===== src/bhw_pkg.sv =====
// package of shared constants and carrier types for the radio wake/power block
// assumes: single 40 MHz clock, AXI4-Lite register access
package bhw_pkg;
    // =========================================================
    // register offsets (byte addresses)
    localparam logic [7:0] CTRL_OFS = 8'h00; // control register
    localparam logic [7:0] LINK_OFS = 8'h04; // link command register
    localparam logic [7:0] TEST_OFS = 8'h08; // test mode register
    localparam logic [7:0] STAT_OFS = 8'h0C; // status register
    localparam logic [7:0] PWR_OFS = 8'h10; // power-down override register
    // =========================================================
    // control field positions
    localparam int CTRL_WAKE_EN = 0; // use host wake-request input pin
    localparam int CTRL_IN_POL = 1; // host wake-request active level
    localparam int CTRL_OUT_POL = 2; // host wake output active level
    localparam int CTRL_PAD_OK = 3; // pad function configured
    localparam int CTRL_EXT_REF = 4; // host supplies reference clock
    localparam int CTRL_HOST_WAKE = 5; // firmware asks host to wake
    localparam int CTRL_SLEEP_OK = 6; // own sleep criteria met
    localparam int CTRL_INIT_DONE = 7; // initialization complete
    localparam logic [31:0] CTRL_RST = 32'h0000_0000; // control reset value
    // test register fields
    localparam int TEST_MODE_LSB = 0; // two-bit test mode
    localparam int TEST_PAT_LSB = 8; // eight-bit fixed pattern
    localparam int TEST_PRBS = 16; // select prbs-9
    localparam int TEST_CHAN_LSB = 24; // seven-bit fixed channel
    // =========================================================
    // timing
    localparam int CLK_HZ = 40_000_000; // system clock rate
    localparam int HOP_RATE = 1600; // hops per second
    localparam int HOP_CYC = CLK_HZ / HOP_RATE; // cycles per hop slot
    localparam int NUM_CHAN = 79; // hop channels
    localparam int SETTLE_US = 100; // hop settling time, us
    localparam int SETTLE_CYC = (SETTLE_US * 40); // cycles at 40 per us
    localparam int REF_SETTLE_US = 1000; // reference clock settling, us
    localparam int REF_SETTLE_CYC = REF_SETTLE_US * 40; // cycles
    localparam logic [8:0] PRBS_SEED = 9'h1FF; // prbs-9 seed
    // =========================================================
    // enumerations
    typedef enum logic [1:0] {TM_OFF, TM_CARRIER, TM_CONST_RX, TM_CONST_TX} bhw_test_t;
    typedef enum logic [2:0] {LC_IDLE, LC_CONN, LC_PAGE, LC_PSCAN, LC_INQ, LC_ISCAN,
                              LC_SNIFF} bhw_link_t;
    typedef enum logic [2:0] {PS_OFF, PS_REFREQ, PS_SETTLE, PS_INIT, PS_READY} bhw_pwr_t;
    // power-down controls to the transceiver
    typedef struct packed {
        logic tx_pd;
        logic rx_pd;
        logic pll_pd;
        logic pa_pd;
    } bhw_rfpd_t;
endpackage


===== src/bhw_prbs.sv =====
// prbs-9 / fixed pattern serial generator for constant transmit test
// assumes: advanced on each cycle that the caller's bit enable is high
`timescale 1ns/100ps
module bhw_prbs (
    input wire logic i_sys_clk,
    input wire logic i_rst_n,
    input wire logic i_bit_en,
    input wire logic i_use_prbs,
    input wire logic [7:0] i_pattern,
    output logic o_bit
);
    typedef struct packed {
        logic [8:0] lfsr;
        logic [2:0] idx;
        logic bit_q;
    } bhw_prbs_st_t;
    bhw_prbs_st_t st_reg, st_next;
    // =========================================================
    // next-state: x^9 + x^5 + 1 or repeating byte
    always_comb begin
        st_next = st_reg;
        if (i_bit_en) begin
            if (i_use_prbs) begin // prbs-9 sequence
                st_next.bit_q = st_reg.lfsr[8];
                st_next.lfsr = {st_reg.lfsr[7:0], st_reg.lfsr[8] ^ st_reg.lfsr[4]};
            end else begin // fixed byte, msb first
                st_next.bit_q = i_pattern[3'h7 - st_reg.idx];
                st_next.idx = st_reg.idx + 3'h1;
            end
        end
    end
    // state register
    always_ff @(posedge i_sys_clk) begin
        if (!i_rst_n) begin
            st_reg <= '{lfsr: bhw_pkg::PRBS_SEED, idx: 3'h0, bit_q: 1'b0};
        end else begin
            st_reg <= st_next;
        end
    end
    assign o_bit = st_reg.bit_q;
    // lfsr never locks at zero
    a_lfsr_nonzero: assert property (@(posedge i_sys_clk) disable iff (!i_rst_n)
        st_reg.lfsr != 9'h000) else $error("prbs register reached zero");
endmodule // bhw_prbs


===== src/bhw_sync.sv =====
// two-flop synchroniser for asynchronous pin levels
// assumes: one destination clock
`timescale 1ns/100ps
module bhw_sync #(
    parameter int WIDTH = 2
) (
    input wire logic i_sys_clk,
    input wire logic i_rst_n,
    input wire logic [WIDTH-1:0] i_async,
    output logic [WIDTH-1:0] o_sync
);
    typedef struct packed {
        logic [WIDTH-1:0] meta;
        logic [WIDTH-1:0] stable;
    } bhw_sync_st_t;
    bhw_sync_st_t st_reg, st_next;
    // =========================================================
    // first stage feeds only the second
    always_comb begin
        st_next.meta = i_async;
        st_next.stable = st_reg.meta;
    end
    always_ff @(posedge i_sys_clk) begin
        if (!i_rst_n) begin
            st_reg <= '0;
        end else begin
            st_reg <= st_next;
        end
    end
    assign o_sync = st_reg.stable;
endmodule // bhw_sync


===== src/bhw_power_ctrl.sv =====
// radio wake handshake, power-up sequencing, rf power-down, link state and test modes
// assumes: AXI4-Lite master on i_sys_clk; wake request, power enable and cts pins are asynchronous and synchronised here
// Function
// hop timer: 1600 hops/s, 79 channels
// self calibration inside each hop settle
// receive path processing enabled per packet
// transmit path processing enabled per packet
// command controller drives link states, substates
// test: unmodulated carrier on fixed channel
// test: receiver output routed to pin
// test: fixed byte or prbs-9 transmit
// power actions from registers or packets
// separate tx, rx, pll, pa power-downs
// wake pins enabled by configuration
// wake request asserted keeps device awake
// sleep only if request off, criteria met
// host stays awake while wake output asserted
// software selects both wake pin polarities
// clock request high if radio/wlan need
// firmware sets pad function to zero
// host raises power enable after io setup
// clock request after power enable, external ref
// io settle after reference settling time
// rts low after init and cts low
// wake request synchronised before use
// outputs held off until configured
`timescale 1ns/100ps
module bhw_power_ctrl #(
    parameter int REF_SETTLE = bhw_pkg::REF_SETTLE_CYC
) (
    input wire logic i_sys_clk,
    input wire logic i_rst_n,
    // axi4-lite slave
    input wire logic [7:0] i_awaddr,
    input wire logic i_awvalid,
    output logic o_awready,
    input wire logic [31:0] i_wdata,
    input wire logic [3:0] i_wstrb,
    input wire logic i_wvalid,
    output logic o_wready,
    output logic [1:0] o_bresp,
    output logic o_bvalid,
    input wire logic i_bready,
    input wire logic [7:0] i_araddr,
    input wire logic i_arvalid,
    output logic o_arready,
    output logic [31:0] o_rdata,
    output logic [1:0] o_rresp,
    output logic o_rvalid,
    input wire logic i_rready,
    // pins
    input wire logic i_host_to_radio_wake_request,
    output logic o_radio_to_host_wake_request,
    input wire logic i_radio_power_enable_in,
    output logic o_radio_refclk_request_pin,
    input wire logic i_wlan_refclk_need,
    output logic o_wlan_refclk_request_pin,
    input wire logic i_radio_uart_clear_to_send_n,
    output logic o_radio_uart_request_to_send_n,
    input wire logic i_rx_demod_bit,
    output logic o_radio_gpio_test,
    // baseband packet events and rf controls
    input wire logic i_pkt_tx_active,
    input wire logic i_pkt_rx_active,
    output bhw_pkg::bhw_rfpd_t o_rf_pd,
    output logic o_tx_bit,
    output logic o_tx_mod_en,
    output logic [6:0] o_hop_chan,
    output logic o_cal_strobe,
    output logic o_awake
);
    typedef struct packed {
        logic [31:0] ctrl;
        logic [31:0] test;
        logic [3:0] pd_force;
        bhw_pkg::bhw_link_t link;
        bhw_pkg::bhw_pwr_t pwr;
        logic [31:0] cnt;
        logic [15:0] hop_cnt;
        logic [6:0] chan;
        logic cal;
        logic awake;
        logic bvalid;
        logic rvalid;
        logic [31:0] rdata;
        logic [1:0] rresp;
        logic [1:0] bresp;
        logic aw_got;
        logic [7:0] aw_addr;
        logic w_got;
        logic [31:0] w_data;
        logic host_wake_q;
        logic refclk_q;
        logic rts_n_q;
        logic gpio_q;
    } bhw_st_t;
    bhw_st_t st_reg, st_next; // all state of the block
    logic [2:0] pin_s; // synchronised pin levels
    logic wake_req; // wake request after polarity
    logic prbs_bit; // serial test pattern
    logic bit_en; // one-bit-per-cycle test enable
    logic wr_fire; // write address and data both held
    // =========================================================
    // pin synchronisers
    bhw_sync #(.WIDTH(3)) u_sync (
        .i_sys_clk(i_sys_clk),
        .i_rst_n(i_rst_n),
        .i_async({i_host_to_radio_wake_request, i_radio_power_enable_in,
                  i_radio_uart_clear_to_send_n}),
        .o_sync(pin_s)
    );
    assign wake_req = st_reg.ctrl[bhw_pkg::CTRL_WAKE_EN]
        & (pin_s[2] == st_reg.ctrl[bhw_pkg::CTRL_IN_POL]);
    assign bit_en = (st_reg.test[1:0] == 2'(bhw_pkg::TM_CONST_TX));
    // =========================================================
    // test pattern generator
    bhw_prbs u_prbs (
        .i_sys_clk(i_sys_clk),
        .i_rst_n(i_rst_n),
        .i_bit_en(bit_en),
        .i_use_prbs(st_reg.test[bhw_pkg::TEST_PRBS]),
        .i_pattern(st_reg.test[bhw_pkg::TEST_PAT_LSB +: 8]),
        .o_bit(prbs_bit)
    );
    assign wr_fire = st_reg.aw_got & st_reg.w_got & ~st_reg.bvalid;
    // =========================================================
    // next-state logic
    always_comb begin
        st_next = st_reg;
        // write address / data capture in either order
        if (i_awvalid && !st_reg.aw_got) begin
            st_next.aw_got = 1'b1;
            st_next.aw_addr = i_awaddr;
        end
        if (i_wvalid && !st_reg.w_got) begin
            st_next.w_got = 1'b1;
            st_next.w_data = i_wdata;
        end
        if (wr_fire) begin // commit write
            st_next.aw_got = 1'b0;
            st_next.w_got = 1'b0;
            st_next.bvalid = 1'b1;
            st_next.bresp = 2'h0;
            case (st_reg.aw_addr)
                bhw_pkg::CTRL_OFS: st_next.ctrl = st_reg.w_data;
                bhw_pkg::LINK_OFS: st_next.link = bhw_pkg::bhw_link_t'(st_reg.w_data[2:0]);
                bhw_pkg::TEST_OFS: st_next.test = st_reg.w_data;
                bhw_pkg::PWR_OFS: st_next.pd_force = st_reg.w_data[3:0];
                default: st_next.bresp = 2'h2; // slverr on unmapped
            endcase
        end else if (st_reg.bvalid && i_bready) begin
            st_next.bvalid = 1'b0;
        end
        // read channel
        if (i_arvalid && !st_reg.rvalid) begin
            st_next.rvalid = 1'b1;
            st_next.rresp = 2'h0;
            case (i_araddr)
                bhw_pkg::CTRL_OFS: st_next.rdata = st_reg.ctrl;
                bhw_pkg::LINK_OFS: st_next.rdata = {29'h0, st_reg.link};
                bhw_pkg::TEST_OFS: st_next.rdata = st_reg.test;
                bhw_pkg::STAT_OFS: st_next.rdata = {16'h0, 1'b0, st_reg.chan,
                    1'b0, st_reg.pwr, st_reg.awake, wake_req, pin_s[1], pin_s[0]};
                bhw_pkg::PWR_OFS: st_next.rdata = {28'h0, st_reg.pd_force};
                default: begin
                    st_next.rdata = 32'h0000_0000;
                    st_next.rresp = 2'h2;
                end
            endcase
        end else if (st_reg.rvalid && i_rready) begin
            st_next.rvalid = 1'b0;
        end
        // power-up sequence
        case (st_reg.pwr)
            bhw_pkg::PS_OFF: begin // wait for host power enable
                st_next.cnt = 32'h0;
                if (pin_s[1]) begin
                    st_next.pwr = bhw_pkg::PS_REFREQ;
                end
            end
            bhw_pkg::PS_REFREQ: begin // request clock first if external
                st_next.pwr = bhw_pkg::PS_SETTLE;
            end
            bhw_pkg::PS_SETTLE: begin // wait reference settling
                st_next.cnt = st_reg.cnt + 32'h1;
                if (st_reg.cnt >= 32'(REF_SETTLE - 1)) begin
                    st_next.pwr = bhw_pkg::PS_INIT;
                end
            end
            bhw_pkg::PS_INIT: begin // firmware init
                if (st_reg.ctrl[bhw_pkg::CTRL_INIT_DONE]) begin
                    st_next.pwr = bhw_pkg::PS_READY;
                end
            end
            bhw_pkg::PS_READY: begin
                if (!pin_s[1]) begin
                    st_next.pwr = bhw_pkg::PS_OFF;
                end
            end
            default: st_next.pwr = bhw_pkg::PS_OFF;
        endcase
        // sleep decision
        if (wake_req) begin
            st_next.awake = 1'b1;
        end else if (st_reg.ctrl[bhw_pkg::CTRL_SLEEP_OK]) begin
            st_next.awake = 1'b0;
        end else begin
            st_next.awake = 1'b1;
        end
        // hop timer and calibration window
        st_next.cal = 1'b0;
        if (st_reg.hop_cnt >= 16'(bhw_pkg::HOP_CYC - 1)) begin
            st_next.hop_cnt = 16'h0;
            st_next.chan = (st_reg.chan >= 7'(bhw_pkg::NUM_CHAN - 1)) ? 7'h0
                : st_reg.chan + 7'h1;
        end else begin
            st_next.hop_cnt = st_reg.hop_cnt + 16'h1;
        end
        if (st_reg.hop_cnt == 16'(bhw_pkg::SETTLE_CYC / 2)) begin
            st_next.cal = 1'b1;
        end
        // pin outputs
        st_next.host_wake_q = st_reg.ctrl[bhw_pkg::CTRL_PAD_OK]
            ? (st_reg.ctrl[bhw_pkg::CTRL_HOST_WAKE] ~^ st_reg.ctrl[bhw_pkg::CTRL_OUT_POL])
            : ~st_reg.ctrl[bhw_pkg::CTRL_OUT_POL];
        st_next.refclk_q = st_reg.ctrl[bhw_pkg::CTRL_PAD_OK]
            & st_reg.ctrl[bhw_pkg::CTRL_EXT_REF]
            & (st_reg.pwr != bhw_pkg::PS_OFF) & st_reg.awake;
        st_next.rts_n_q = !((st_reg.pwr == bhw_pkg::PS_READY) && !pin_s[0]);
        st_next.gpio_q = (st_reg.test[1:0] == 2'(bhw_pkg::TM_CONST_RX))
            ? i_rx_demod_bit : 1'b0;
    end
    // =========================================================
    // state register
    always_ff @(posedge i_sys_clk) begin
        if (!i_rst_n) begin
            st_reg <= '0;
            st_reg.ctrl <= bhw_pkg::CTRL_RST;
            st_reg.rts_n_q <= 1'b1;
            st_reg.host_wake_q <= 1'b1;
            st_reg.link <= bhw_pkg::LC_IDLE;
            st_reg.pwr <= bhw_pkg::PS_OFF;
        end else begin
            st_reg <= st_next;
        end
    end
    // =========================================================
    // outputs
    assign o_awready = ~st_reg.aw_got;
    assign o_wready = ~st_reg.w_got;
    assign o_bvalid = st_reg.bvalid;
    assign o_bresp = st_reg.bresp;
    assign o_arready = ~st_reg.rvalid;
    assign o_rvalid = st_reg.rvalid;
    assign o_rdata = st_reg.rdata;
    assign o_rresp = st_reg.rresp;
    assign o_radio_to_host_wake_request = st_reg.host_wake_q;
    assign o_radio_refclk_request_pin = st_reg.refclk_q;
    assign o_wlan_refclk_request_pin = st_reg.ctrl[bhw_pkg::CTRL_PAD_OK]
        & (i_wlan_refclk_need | st_reg.refclk_q);
    assign o_radio_uart_request_to_send_n = st_reg.rts_n_q;
    assign o_radio_gpio_test = st_reg.gpio_q;
    assign o_awake = st_reg.awake;
    assign o_hop_chan = (st_reg.test[1:0] != 2'(bhw_pkg::TM_OFF))
        ? st_reg.test[bhw_pkg::TEST_CHAN_LSB +: 7] : st_reg.chan;
    assign o_cal_strobe = st_reg.cal;
    assign o_tx_mod_en = (st_reg.test[1:0] != 2'(bhw_pkg::TM_CARRIER));
    assign o_tx_bit = bit_en ? prbs_bit : 1'b0;
    // per-path power-down from packet handling, test mode, awake state or register force
    always_comb begin
        o_rf_pd.tx_pd = st_reg.pd_force[0] | ~(i_pkt_tx_active | bit_en
            | (st_reg.test[1:0] == 2'(bhw_pkg::TM_CARRIER)));
        o_rf_pd.rx_pd = st_reg.pd_force[1] | ~(i_pkt_rx_active
            | (st_reg.test[1:0] == 2'(bhw_pkg::TM_CONST_RX)));
        o_rf_pd.pll_pd = st_reg.pd_force[2] | ~st_reg.awake;
        o_rf_pd.pa_pd = st_reg.pd_force[3] | o_rf_pd.tx_pd;
    end
    // =========================================================
    // checks
    a_wake_keeps: assert property (@(posedge i_sys_clk) disable iff (!i_rst_n)
        wake_req |=> st_reg.awake) else $error("awake lost under wake request");
    a_sleep_cause: assert property (@(posedge i_sys_clk) disable iff (!i_rst_n)
        $fell(st_reg.awake) |-> $past(!wake_req && st_reg.ctrl[6]))
        else $error("slept without cause");
    a_rts_follow: assert property (@(posedge i_sys_clk) disable iff (!i_rst_n)
        (st_reg.pwr == bhw_pkg::PS_READY && !pin_s[0]) |=> !o_radio_uart_request_to_send_n)
        else $error("rts not lowered");
    a_rts_hold: assert property (@(posedge i_sys_clk) disable iff (!i_rst_n)
        (st_reg.pwr != bhw_pkg::PS_READY) |=> o_radio_uart_request_to_send_n)
        else $error("rts low too early");
    a_refclk_cfg: assert property (@(posedge i_sys_clk) disable iff (!i_rst_n)
        !st_reg.ctrl[3] |=> !o_radio_refclk_request_pin)
        else $error("clock request before pad setup");
    a_settle_ok: assert property (@(posedge i_sys_clk) disable iff (!i_rst_n)
        (st_reg.pwr == bhw_pkg::PS_SETTLE) ##1 (st_reg.pwr == bhw_pkg::PS_INIT)
        |-> $past(st_reg.cnt, 2) >= 32'(REF_SETTLE - 2))
        else $error("init before settling");
    a_chan_range: assert property (@(posedge i_sys_clk) disable iff (!i_rst_n)
        st_reg.chan < 7'd79) else $error("hop channel out of range");
    a_wake_pol: assert property (@(posedge i_sys_clk) disable iff (!i_rst_n)
        (st_reg.ctrl[3] && $stable(st_reg.ctrl)) |=>
        o_radio_to_host_wake_request == $past(st_reg.ctrl[5] ~^ st_reg.ctrl[2]))
        else $error("host wake level wrong");
    a_gpio_route: assert property (@(posedge i_sys_clk) disable iff (!i_rst_n)
        (st_reg.test[1:0] == 2'h2) |=> o_radio_gpio_test == $past(i_rx_demod_bit))
        else $error("receiver bit not routed");
    a_pa_follow: assert property (@(posedge i_sys_clk) disable iff (!i_rst_n)
        o_rf_pd.tx_pd |-> o_rf_pd.pa_pd) else $error("pa on with tx off");
    c_power_up: cover property (@(posedge i_sys_clk) disable iff (!i_rst_n)
        st_reg.pwr == bhw_pkg::PS_INIT ##1 st_reg.pwr == bhw_pkg::PS_READY);
    c_sleep: cover property (@(posedge i_sys_clk) disable iff (!i_rst_n)
        $fell(st_reg.awake));
    c_hop_wrap: cover property (@(posedge i_sys_clk) disable iff (!i_rst_n)
        st_reg.chan == 7'd78 ##1 st_reg.chan == 7'd0 [*1]);
    c_write: cover property (@(posedge i_sys_clk) disable iff (!i_rst_n)
        o_bvalid && i_bready);
endmodule // bhw_power_ctrl


===== config.mk =====
export PLATFORM = sky130hd
export DESIGN_NAME = bhw_power_ctrl
export DESIGN_NICKNAME = d
export VERILOG_FILES = /design/src/bhw_pkg.sv /design/src/bhw_prbs.sv /design/src/bhw_sync.sv /design/src/bhw_power_ctrl.sv
export SDC_FILE = /design/constraint.sdc
export NUM_CORES = 1
export LEC_CHECK = 0
export BUFFER_PORTS_ARGS = -buffer_cell sky130_fd_sc_hd__buf_2
export CAP_MARGIN = 20
export CORE_MARGIN = 4
export CORE_UTILIZATION = 62
export CTS_CLUSTER_DIAMETER = 50
export DETAILED_ROUTE_END_ITERATION = 6
export HOLD_SLACK_MARGIN = 0.08
export PLACE_DENSITY = 0.83
export REMOVE_ABC_BUFFERS = 1
export SYNTH_ARGS = -nofsm -noshare
export SYNTH_HDL_FRONTEND = slang
export SYNTH_SLANG_ARGS = --single-unit

===== constraint.sdc =====
create_clock -name i_sys_clk -period 3.4 [get_ports i_sys_clk]
set_clock_uncertainty 0.2 [all_clocks]
set_input_delay 0.51 -clock i_sys_clk [delete_from_list [all_inputs] [get_ports i_sys_clk]]
set_output_delay 0.51 -clock i_sys_clk [all_outputs]
set_load 0.005 [all_outputs]

# After elaboration in Yosys (flattened, before gate mapping)
# Cells that the tools add are included.
[classes]
add_sub_neg = 5
order_cmp = 4
n_eq_ne = 21
n_mux = 23
bitwise_logic = 27
n_reduce_logical = 31
[ops]
columns = ["cell", "count"]
rows = [
  ["one-hot mux 32 bit (5 select lines)", 1],
  ["one-hot mux 32 bit (2 select lines)", 1],
  ["adder 32 x 1 -> 32 bit, second input constant", 1],
  [">= comparator 32 x 16 -> 1 bit, second input constant", 1],
  ["equality test 8 x 4 -> 1 bit, second input constant", 3],
  ["adder 16 x 1 -> 16 bit, second input constant", 1],
  ["equality test 16 x 11 -> 1 bit, second input constant", 1],
  ["equality test 8 x 3 -> 1 bit, second input constant", 2],
  ["equality test 8 x 5 -> 1 bit, second input constant", 2],
  [">= comparator 16 x 15 -> 1 bit, second input constant", 1],
  ["zero test 8 bit", 2],
  ["one-hot mux 3 bit (5 select lines)", 1],
  ["two-way mux 7 bit", 2],
  ["AND reduction 2 bit", 7],
  ["two-way mux 3 bit", 4],
  ["two-way mux 1 bit", 11],
  ["inverter 1 bit", 10],
  ["OR 1 bit", 8],
  ["nonzero test 2 bit", 4],
  ["adder 7 x 1 -> 7 bit, second input constant", 1],
  ["bitwise AND 1 bit", 7],
  [">= comparator 7 bit, second input constant", 1],
  ["equality test 3 x 2 -> 1 bit, second input constant", 2],
  ["logical AND 1 bit", 6],
  ["other kinds (21)", 31],
]
[word_totals]
ff_bits = 234
input_bits = 66
output_inout_bits = 61

# Depth between registers and ports, before layout
# Gate-level depths: netlist of run 1.
[logic_depth]
ltp_word = 6
depth_mapped = 7
ltp_nobuf = 7

# Modules after synthesis
# From an unflattened synthesis of run 1, not the netlist that was laid out.
[unflattened]
hier_cells = 1160
area_unflattened_um2 = 10296.1
[by_module_without_submodules]
columns = ["module", "instances", "cells_per_inst", "area_per_inst_um2"]
rows = [
  ["bhw_power_ctrl", 1, 1084, 9564.2],
  ["bhw_prbs", 1, 64, 574.3],
  ["bhw_sync", 1, 12, 157.7],
]

# Least setup slack after synthesis of run 1
# Ideal clock, no wire load.
[synth_path]
path_type = "input to register"
startpoint = "input i_araddr[1]"
endpoint = "register st_reg, in the netlist o_rdata[23]"
setup_time_ns = 0.059
arrival_time_ns = 2.215
t_required_ns = 3.141
setup_slack_ns = 0.926
stages = 7
cell_sequence = "or4_1 -> or3_1 -> or3_1 -> clkbuf_1 -> buf_2 -> o21ai_0 -> and2_1"
[synth_via]
elab_chain_cells = 2
word_cells_on_any_way = 6
[synth_lines]
columns = ["element", "line", "source"]
rows = [
  ["from (decl)", "bhw_power_ctrl.sv:44", "input wire logic [7:0] i_araddr,"],
  ["equality test 8 x 5 -> 1 bit (tied with other cells)", "bhw_power_ctrl.sv:158", "case (i_araddr)"],
  ["one-hot mux 32 bit (5 select lines) (*)", "bhw_power_ctrl.sv:158", ""],
  ["to (signal assigned)", "bhw_power_ctrl.sv:244", "st_reg <= st_next;"],
  ["to (decl)", "bhw_power_ctrl.sv:97", "bhw_st_t st_reg, st_next;"],
]
# Mark *: on every way between the ends. The rest lies on a longest branch, timed or not.
# A chain may end at the register's enable or synchronous reset.

# Worst setup path in the final report of run 1
[layout_path]
startpoint = "register st_reg[152] in the netlist's numbering"
endpoint = "output o_hop_chan[5]"
[layout_via]
elab_chain_cells = 2
[layout_lines]
columns = ["element", "line", "source"]
rows = [
  ["nonzero test 2 bit", "bhw_power_ctrl.sv:264", "assign o_hop_chan = (st_reg.test[1:0] != 2'(bhw_pkg::TM_OFF))"],
  ["two-way mux 7 bit", "bhw_power_ctrl.sv:265", "? st_reg.test[bhw_pkg::TEST_CHAN_LSB +: 7] : st_reg.chan;"],
  ["to (decl)", "bhw_power_ctrl.sv:68", "output logic [6:0] o_hop_chan,"],
]
# Every way passes these cells.

==> flow_metrics.env, run 1 <==
export IMPL_static_leakage_power_nw=4.67
export IMPL_core_area_um2=15900
export IMPL_mostFrequentLayoutCell="dfxtp_1"
export IMPL_seq_total_area_yosys=0.462
export IMPL_numClockSinks=232
export IMPL_place_congestion=0.825
export IMPL_clock_root_buffer="clkbuf_16"
export IMPL_tritoncts="built"
export IMPL_timing_final_hold_violations=0
export IMPL_fp_dieArea_um2=18300
export IMPL_placed_area_um2=10400
export IMPL_drt_wl_total_um=24200
export IMPL_grt_max_degree=85
export IMPL_fp_dieW_um=135
export IMPL_cts_inserted_buffers=25
export IMPL_first_pass_grt_wire_length_um=39600
export IMPL_synth_seq_cells=232
export IMPL_outcome="finished, final reports clean"
export IMPL_design_portCount=127
export IMPL_synth_distinct_cells=52
export IMPL_clockBufferDepth=3
export IMPL_layout_filler_cells=1164
export IMPL_final_cell_mix="dfxtp_1 (232), nand2_1 (161), buf_2 (119), nand3_1 (103), nor2_1 (95)"
export IMPL_max_cap_violations=0
export IMPL_yosysWarningCount=0
export IMPL_rsz0062_at_grt="false"
export IMPL_wl_met1_um=9950
export IMPL_htree_levels=1
export IMPL_clkLatencyLatePin_ns=0.51
export IMPL_areaGrowthSynthToFinish_pct=18.0
export IMPL_pre_cts_slack_ns=0.602
export IMPL_netlist_area_leader_share=0.462
export IMPL_detailedRoute_firstPassIterationCount=5
export IMPL_worst_slew_pin_transition_ns=0.979
export IMPL_n_antenna_cell=0
export IMPL_crit_required_ns=2.69
export IMPL_post_cts_resize_count=0
export IMPL_met3RoutedLength_um=1510
export IMPL_synth_area_leaders="dfxtp_1 (46%), nand2_1 (6.0%), nand3_1 (5.1%), nor2_1 (3.5%), a21oi_1 (3.5%)"
export IMPL_post_route_drc_count=0
export IMPL_avgViaCountPerCell=5.73
export IMPL_peakVddDrop_uv=439
export IMPL_syn_area_per_cell_um2=8.50
export IMPL_timing_worst_setup_path_type="reg2out"
export IMPL_rows=46
export IMPL_cts_reportedPaths_clkPinSlew_ns=0.06
export IMPL_starting_utilization_of_the_core_area=0.633
export IMPL_async_reset_ff_frac=0
export IMPL_netlist_area_um2=10000
export IMPL_largest_register_ff_count=171
export IMPL_slew_violations=0
export IMPL_layout_worst_path_cycle_share=0.852
export IMPL_critical_path_endpoint_type="primary output"
export IMPL_design_final_nets=1354
export IMPL_floorplan_die_height_um=135
export IMPL_post_cts_setup_buffers=0
export IMPL_postLayoutCellArea_um2=11900
export IMPL_hold_buffers=48
export IMPL_critPathMaxFanout=10
export IMPL_initial_antenna_violation_count=0
export IMPL_portBuffers=120
export IMPL_postRouteAntennaNets=0
export IMPL_via_count=8694
export IMPL_fin_setup_tns_ns=0
export IMPL_synthCells=1183
export IMPL_detail_route_iter0_violations=608
export IMPL_synth_edff_count=0
export IMPL_setup_ws_ns=0.502
export IMPL_total_routing_resource_utilization_after_global_routing=0.258
export IMPL_wl_per_cell_um=16.0
export IMPL_synth_top_cell_by_area="dfxtp_1"
export IMPL_final_period_minus_worst_setup_slack_ns=2.90
export IMPL_hold_path_class="in2reg"
export IMPL_uppermost_layer_routed="met4"
export IMPL_setup_viol_count_final=0
export IMPL_worst_ep_arrival_time_ns=2.19
export IMPL_start_kind="flop"
export IMPL_ys_dominant_reg_cell="dfxtp_1"
export IMPL_power_per_cell_area_nw_per_um2=533
export IMPL_maxClockFrequency_ghz=0.345
export IMPL_first_global_vias=8169
export IMPL_grt_overflow_total=0
export IMPL_met2WireLength_um=12100
export IMPL_hpwl_um=14600
export IMPL_post_route_cells_drive_above_1_share=0.182
export IMPL_max_slew_headroom=0.347
[critical path: stages (launching register included)]
cell and delay, ns:
dfxtp_1 0.41, nor2_1 0.70, mux2_2 0.43, buf_2 0.13
[layout make-up]
cell class,count,area (um^2),area share
multi-input combinational,824,4710,0.397
sequential,232,4640,0.392
timing repair buffer,186,1230,0.104
clock buffer,32,682,0.0575
clock inverter,13,272,0.0229
tap,216,270,0.0228
inverter,13,48.8,0.00411
[cells in the mapped netlist (all sizes together), types with 3 or more instances]
cell type / number
a211oi: 3
a21oi: 71
a22oi: 13
a31oi: 3
a32o: 4
and2: 27
and3: 25
and4: 4
buf: 68
clkbuf: 48
dfxtp: 232
ha: 6
inv: 13
mux2: 19
mux2i: 35
nand2: 161
nand2b: 4
nand3: 105
nand4: 16
nor2: 95
nor2b: 8
nor3: 19
nor3b: 5
nor4: 13
o21a: 4
o21ai: 114
or3: 5
or4: 7
xnor2: 11
xor2: 23
[cells by family (layout without fill, tap and decap cells)]
logic type	after synthesis	after routing	synth area share
AND/OR/NAND/NOR	502	502	0.238
multiplexers	56	56	0.0606
AO/OA/AOI/OAI	223	223	0.131
flip-flops	232	232	0.462
buffers and inverters	129	244	0.0703
other	1	3	0.000373
adder cells (fa/ha/maj)	6	6	0.00747
XOR/XNOR	34	34	0.0296
[stage by stage]
stage          power [mW]   util  cells  hold slack [ns]
2_1_floorplan        3.05      -   1069            0.212
3_5_place_dp         3.23  0.656   1423            0.223
3_3_place_gp         3.22  0.656   1423            0.215
5_1_grt              6.53  0.747   1516           0.0959
4_1_cts              6.34  0.747   1516            0.120
6_report             6.32  0.747   1516            0.139
[power breakdown]
group	leakage, nW	switching [mW]	internal, mW	total [mW]
clock	0.464	1.07	2.02	3.10
combinational	2.33	0.245	0.164	0.409
sequential	1.88	0.0438	2.77	2.81
[path summary, 6_finish.rpt]
path | startpoint | endpoint | slack (ns) | depth (start not counted)
max | st_reg[152]$_SDFFE_PN0P_ | o_hop_chan[5] | 0.50 | 3
min | i_wdata[13] | st_reg[17]$_SDFFE_PN0P_ | 0.14 | 3
max reg2reg | st_reg[38]$_SDFFE_PN0P_ | st_reg[172]$_SDFFE_PN0P_ | 0.64 | 5
min reg2reg | u_sync.st_next[2]$_SDFF_PN0_ | u_sync.o_sync[2]$_SDFF_PN0_ | 0.23 | 1
[layer usage]
layer / vias to the layer above / track usage
met5: - / 0
met4: 0 / 0.0784
met3: 48 / 0.0420
met2: 274 / 0.451
met1: 4094 / 0.329
li1: 4278 / -
Note: power is estimated with default switching activity, not from simulation.
==> inputs of run 2 (changes only) <==
CORE_UTILIZATION = 35   (was 62)
PLACE_DENSITY = 0.51   (was 0.83)
==> flow_metrics.env, run 2 (same netlist as run 1, synthesis figures left out) <==
export IMPL_outcome="finished, final reports clean"
export IMPL_maxClockFrequency_ghz=0.365
export IMPL_post_route_cells_drive_above_1_share=0.192
export IMPL_clockBufferDepth=3
export IMPL_final_seq_area_um2=4640
export IMPL_hold_path_class="in2reg"
export IMPL_final_period_minus_worst_setup_slack_ns=2.74
export IMPL_hpwl_um=16400
export IMPL_design_final_nets=1365
export IMPL_fp_dieArea_um2=31500
export IMPL_fp_dieW_um=177
export IMPL_floorplan_die_height_um=177
export IMPL_design_portCount=127
export IMPL_cts_reportedPaths_clkPinSlew_ns=0.05
export IMPL_detailedRoute_firstPassIterationCount=4
export IMPL_crit_required_ns=2.69
export IMPL_worst_slew_pin_transition_ns=0.969
export IMPL_post_cts_resize_count=0
export IMPL_clock_root_buffer="clkbuf_16"
export IMPL_layout_filler_cells=2887
export IMPL_static_leakage_power_nw=4.76
export IMPL_fin_setup_tns_ns=0
export IMPL_place_detailed_instances=1588
export IMPL_setup_viol_count_final=0
export IMPL_htree_levels=1
export IMPL_max_slew_headroom=0.354
export IMPL_placed_area_um2=10700
export IMPL_slew_violations=0
export IMPL_starting_utilization_of_the_core_area=0.358
export IMPL_power_per_cell_area_nw_per_um2=537
export IMPL_peakVddDrop_uv=307
export IMPL_critical_path_endpoint_type="primary output"
export IMPL_critPathMaxFanout=7
export IMPL_place_congestion=0.779
export IMPL_mostFrequentLayoutCell="dfxtp_1"
export IMPL_fin_cells=1693
export IMPL_areaGrowthSynthToFinish_pct=21.8
export IMPL_detail_route_iter0_violations=474
export IMPL_largest_register_ff_count=171
export IMPL_portBuffers=120
export IMPL_grt_max_degree=83
export IMPL_layout_worst_path_cycle_share=0.805
export IMPL_total_routing_resource_utilization_after_global_routing=0.160
export IMPL_avgViaCountPerCell=4.92
export IMPL_worst_ep_arrival_time_ns=2.03
export IMPL_grt_overflow_total=0
export IMPL_rsz0062_at_grt="false"
export IMPL_fin_util=0.436
export IMPL_timing_final_hold_violations=0
export IMPL_start_kind="flop"
export IMPL_first_global_vias=8050
export IMPL_rows=61
export IMPL_tritoncts="built"
export IMPL_setup_ws_ns=0.663
export IMPL_via_count=8333
export IMPL_post_cts_setup_buffers=0
export IMPL_timing_worst_setup_path_type="reg2out"
export IMPL_clkLatencyLatePin_ns=0.54
export IMPL_n_antenna_cell=0
export IMPL_postLayoutCellArea_um2=12200
export IMPL_cts_inserted_buffers=31
export IMPL_max_cap_violations=0
export IMPL_post_route_drc_count=0
export IMPL_pre_cts_slack_ns=0.506
export IMPL_postRouteAntennaNets=0
export IMPL_first_pass_grt_wire_length_um=41700
export IMPL_final_cell_mix="dfxtp_1 (232), nand2_1 (160), buf_2 (119), nand3_1 (103), nor2_1 (95)"
export IMPL_drt_wl_total_um=25300
export IMPL_initial_antenna_violation_count=0
export IMPL_hold_buffers=49
export IMPL_core_area_um2=28100
export IMPL_multiInputGateArea_um2=4720
export IMPL_wl_per_cell_um=14.9
export IMPL_numClockSinks=232
==> run 2: power breakdown <==
part	internal [mW]	leakage (nW)	total (mW)	switching (mW)
combinational	0.169	2.36	0.416	0.248
clock	2.14	0.524	3.35	1.21
sequential	2.77	1.88	2.82	0.0440
total	5.08	4.76	6.58	1.50
==> run 2: worst paths after layout <==
| kind | slack [ns] | start | depth (start not counted) | endpoint |
|---|---|---|---|---|
| max | 0.66 | st_reg[151]$_SDFFE_PN0P_ | 3 | o_hop_chan[6] |
| min reg2reg | 0.23 | u_sync.st_next[1]$_SDFF_PN0_ | 1 | u_sync.o_sync[1]$_SDFF_PN0_ |
| min | 0.12 | i_araddr[6] | 4 | o_rdata[2]$_SDFFE_PN0P_ |
| max reg2reg | 0.69 | st_reg[38]$_SDFFE_PN0P_ | 5 | st_reg[180]$_SDFFE_PN0P_ |
==> run 2: worst max-delay path: stages, from the launching register on <==
cell and delay, ns:
dfxtp_1 0.31, nor2_1 0.62, mux2_2 0.43, buf_2 0.13
==> run 2: routing by layer <==
layer	vias to the layer above	wire, um	track usage	share of wire
li1	4297	-	-	-
met5	-	0	0	0
met2	133	11900	0.267	0.47
met1	3874	11800	0.215	0.47
met4	0	393	0.0348	0.016
met3	29	1170	0.0298	0.046
==> run 2: area by class of cell <==
| class | instances | area share |
|---|---|---|
| Clock buffer | 42 | 0.0733 |
| Clock inverter | 13 | 0.0147 |
| Inverter | 13 | 0.00399 |
| Multi-Input combinational cell | 824 | 0.386 |
| Sequential cell | 232 | 0.380 |
| Tap cell | 378 | 0.0386 |
| Timing Repair Buffer | 191 | 0.104 |
==> run 2: through the flow <==
step                      hold slack (ns)  total power, mW
after floorplan                     0.212             3.05
after global placement              0.218             3.25
after detailed placement            0.224             3.25
after CTS                          0.0946             6.68
after global routing                0.118             6.85
final                               0.122             6.58
==> inputs of run 3 (changes only) <==
ABC_AREA = 1   (was not set)
clock period = 2.52 ns   (was 3.4 ns; I/O delays follow)
==> flow_metrics.env, run 3 <==
export IMPL_outcome="finished, final reports clean"
export IMPL_fp_dieW_um=182
export IMPL_layout_worst_path_cycle_share=0.897
export IMPL_hpwl_um=20000
export IMPL_fin_util=0.435
export IMPL_rsz0062_at_grt="false"
export IMPL_core_area_um2=29800
export IMPL_synth_top_family_by_area="simple AND/OR/NAND/NOR gates"
export IMPL_synth_adder_area_share=0.00707
export IMPL_numClockSinks=232
export IMPL_finalPower_mw=9.24
export IMPL_critPathMaxFanout=14
export IMPL_fin_setup_tns_ns=0
export IMPL_detail_route_iter0_violations=475
export IMPL_async_reset_ff_frac=0
export IMPL_power_per_cell_area_nw_per_um2=713
export IMPL_setup_viol_count_final=0
export IMPL_areaGrowthSynthToFinish_pct=22.0
export IMPL_worst_slew_pin_transition_ns=0.588
export IMPL_first_pass_grt_wire_length_um=47600
export IMPL_synth_edff_count=0
export IMPL_synth_area_leaders="dfxtp_1 (44%), nand2_1 (11%), nor2_1 (8.4%), o21ai_0 (6.8%), a21oi_1 (6.2%)"
export IMPL_critical_path_endpoint_type="primary output"
export IMPL_static_leakage_power_nw=5.23
export IMPL_tritoncts="built"
export IMPL_total_routing_resource_utilization_after_global_routing=0.173
export IMPL_post_cts_resize_count=0
export IMPL_grt_max_degree=83
export IMPL_clkLatencyLatePin_ns=0.57
export IMPL_design_final_nets=1720
export IMPL_design_portCount=127
export IMPL_initial_antenna_violation_count=0
export IMPL_final_period_minus_worst_setup_slack_ns=2.26
export IMPL_synth_compound_area_frac=0.154
export IMPL_cts_inserted_buffers=31
export IMPL_largest_register_ff_count=171
export IMPL_peakVddDrop_uv=518
export IMPL_fp_dieArea_um2=33200
export IMPL_floorplan_die_height_um=182
export IMPL_postRouteAntennaNets=0
export IMPL_detailedRoute_firstPassIterationCount=5
export IMPL_n_antenna_cell=0
export IMPL_avgViaCountPerCell=4.76
export IMPL_synth_common_cells="nand2_1 (299), nor2_1 (238), dfxtp_1 (232)"
export IMPL_maxClockFrequency_ghz=0.442
export IMPL_yosysWarningCount=0
export IMPL_place_congestion=0.841
export IMPL_htree_levels=1
export IMPL_synth_seq_cells=232
export IMPL_post_route_cells_drive_above_1_share=0.146
export IMPL_via_count=9813
export IMPL_grt_overflow_total=0
export IMPL_starting_utilization_of_the_core_area=0.357
export IMPL_synth_distinct_cells=46
export IMPL_timing_final_hold_violations=0
export IMPL_synthMostInstantiatedCell="nand2_1"
export IMPL_syn_area_per_cell_um2=7.01
export IMPL_synthCells=1516
export IMPL_timing_worst_setup_path_type="reg2out"
export IMPL_max_slew_headroom=0.606
export IMPL_drt_wl_total_um=29500
export IMPL_first_global_vias=9330
export IMPL_synthXorXnorAreaFrac=0.00330
export IMPL_crit_required_ns=1.94
export IMPL_rows=63
export IMPL_seq_total_area_yosys=0.437
export IMPL_cts_reportedPaths_clkPinSlew_ns=0.06
export IMPL_synth_top_cell_by_area="dfxtp_1"
export IMPL_netlist_area_um2=10600
export IMPL_post_synth_and_or_nand_nor_area_fraction=0.290
export IMPL_clock_root_buffer="clkbuf_16"
export IMPL_clockBufferDepth=3
export IMPL_post_route_drc_count=0
export IMPL_worst_ep_arrival_time_ns=1.68
export IMPL_max_cap_violations=0
export IMPL_wl_per_cell_um=14.3
export IMPL_mostFrequentLayoutCell="nand2_1"
export IMPL_slew_violations=0
export IMPL_ys_dominant_reg_cell="dfxtp_1"
export IMPL_final_cell_mix="nand2_1 (298), nor2_1 (237), dfxtp_1 (232), o21ai_0 (144), inv_1 (142)"
export IMPL_portBuffers=120
export IMPL_start_kind="flop"
export IMPL_multiplexer_fraction_of_the_synthesized_cell_area=0
export IMPL_hold_path_class="in2reg"
export IMPL_netlist_area_leader_share=0.437
-- run 3: cell types whose count changed after synthesis, sizes merged, moves of 13 or more --
cell and delta:
mux2 -19, xor2 -19, a21oi +61, mux2i -35, inv +139, and3 -24, buf -14, nand2 +151
and2 -26, a22oi -13, nor2 +159, o21ai +45, nand3 -15
-- run 3: worst paths after layout --
check | from | endpoint | slack, ns | depth (start not counted)
max reg2reg | st_reg[93]$_SDFF_PP0_ | st_reg[103]$_SDFF_PP0_ | 0.47 | 9
min reg2reg | u_sync.st_next[1]$_SDFF_PN0_ | u_sync.o_sync[1]$_SDFF_PN0_ | 0.22 | 2
min | i_araddr[0] | o_rresp[1]$_SDFFE_PN0P_ | 0.12 | 5
max | st_reg[152]$_SDFFE_PN0P_ | o_hop_chan[1] | 0.26 | 4
-- run 3: area by class of cell --
class / instances / area (um^2)
fill: 3144 / 16800
multi-input combinational: 1034 / 4850
timing repair buffer: 194 / 1340
inverter: 155 / 587
clock inverter: 15 / 184
sequential: 232 / 4640
tap: 390 / 488
clock buffer: 43 / 871
-- run 3: critical path: stages, from the launching register on --
cell,delay (ns)
dfxtp_1,0.35
nor2_1,0.05
buf_4,0.18
o21ai_0,0.34
buf_2,0.19
-- run 3: power breakdown --
group | switching, mW | total, mW | internal [mW]
clock network | 1.74 | 4.48 | 2.74
logic | 0.585 | 0.898 | 0.313
registers | 0.0823 | 3.87 | 3.78
-- run 3: through the flow --
step                      hold slack, ns  instance area (um^2)  setup slack (ns)  instances
final                              0.123                 13000             0.259       2063
after global routing               0.149                 13000             0.144       2063
after detailed placement           0.207                 11400             0.462       1951
after global placement             0.206                 11300             0.455       1950
after CTS                         0.0947                 13000             0.222       2063
after floorplan                    0.190                 10100             0.159       1421
-- run 3: repair_timing --
| action | 4_1_cts | 5_1_grt |
|---|---|---|
| buffers inserted | 0 | 0 |
| endpoints found under the setup margin | 0 | 0 |
| hold buffers | 54 | 0 |
| hold endpoints to repair | 52 | 0 |
-- run 3: layer usage --
metal,wire length (um),part of all wire,track usage
met5,0,0,0
met3,872,0.030,0.0215
met2,14200,0.48,0.305
met4,792,0.027,0.0468
met1,13600,0.46,0.223
-- run 3: cell families after synthesis --
logic type / Yosys count
AND/OR/NAND/NOR: 703
flip-flops: 232
XOR/XNOR: 4
AO/OA/AOI/OAI: 318
other: 1
adder cells (fa/ha/maj): 6
buffers and inverters: 252
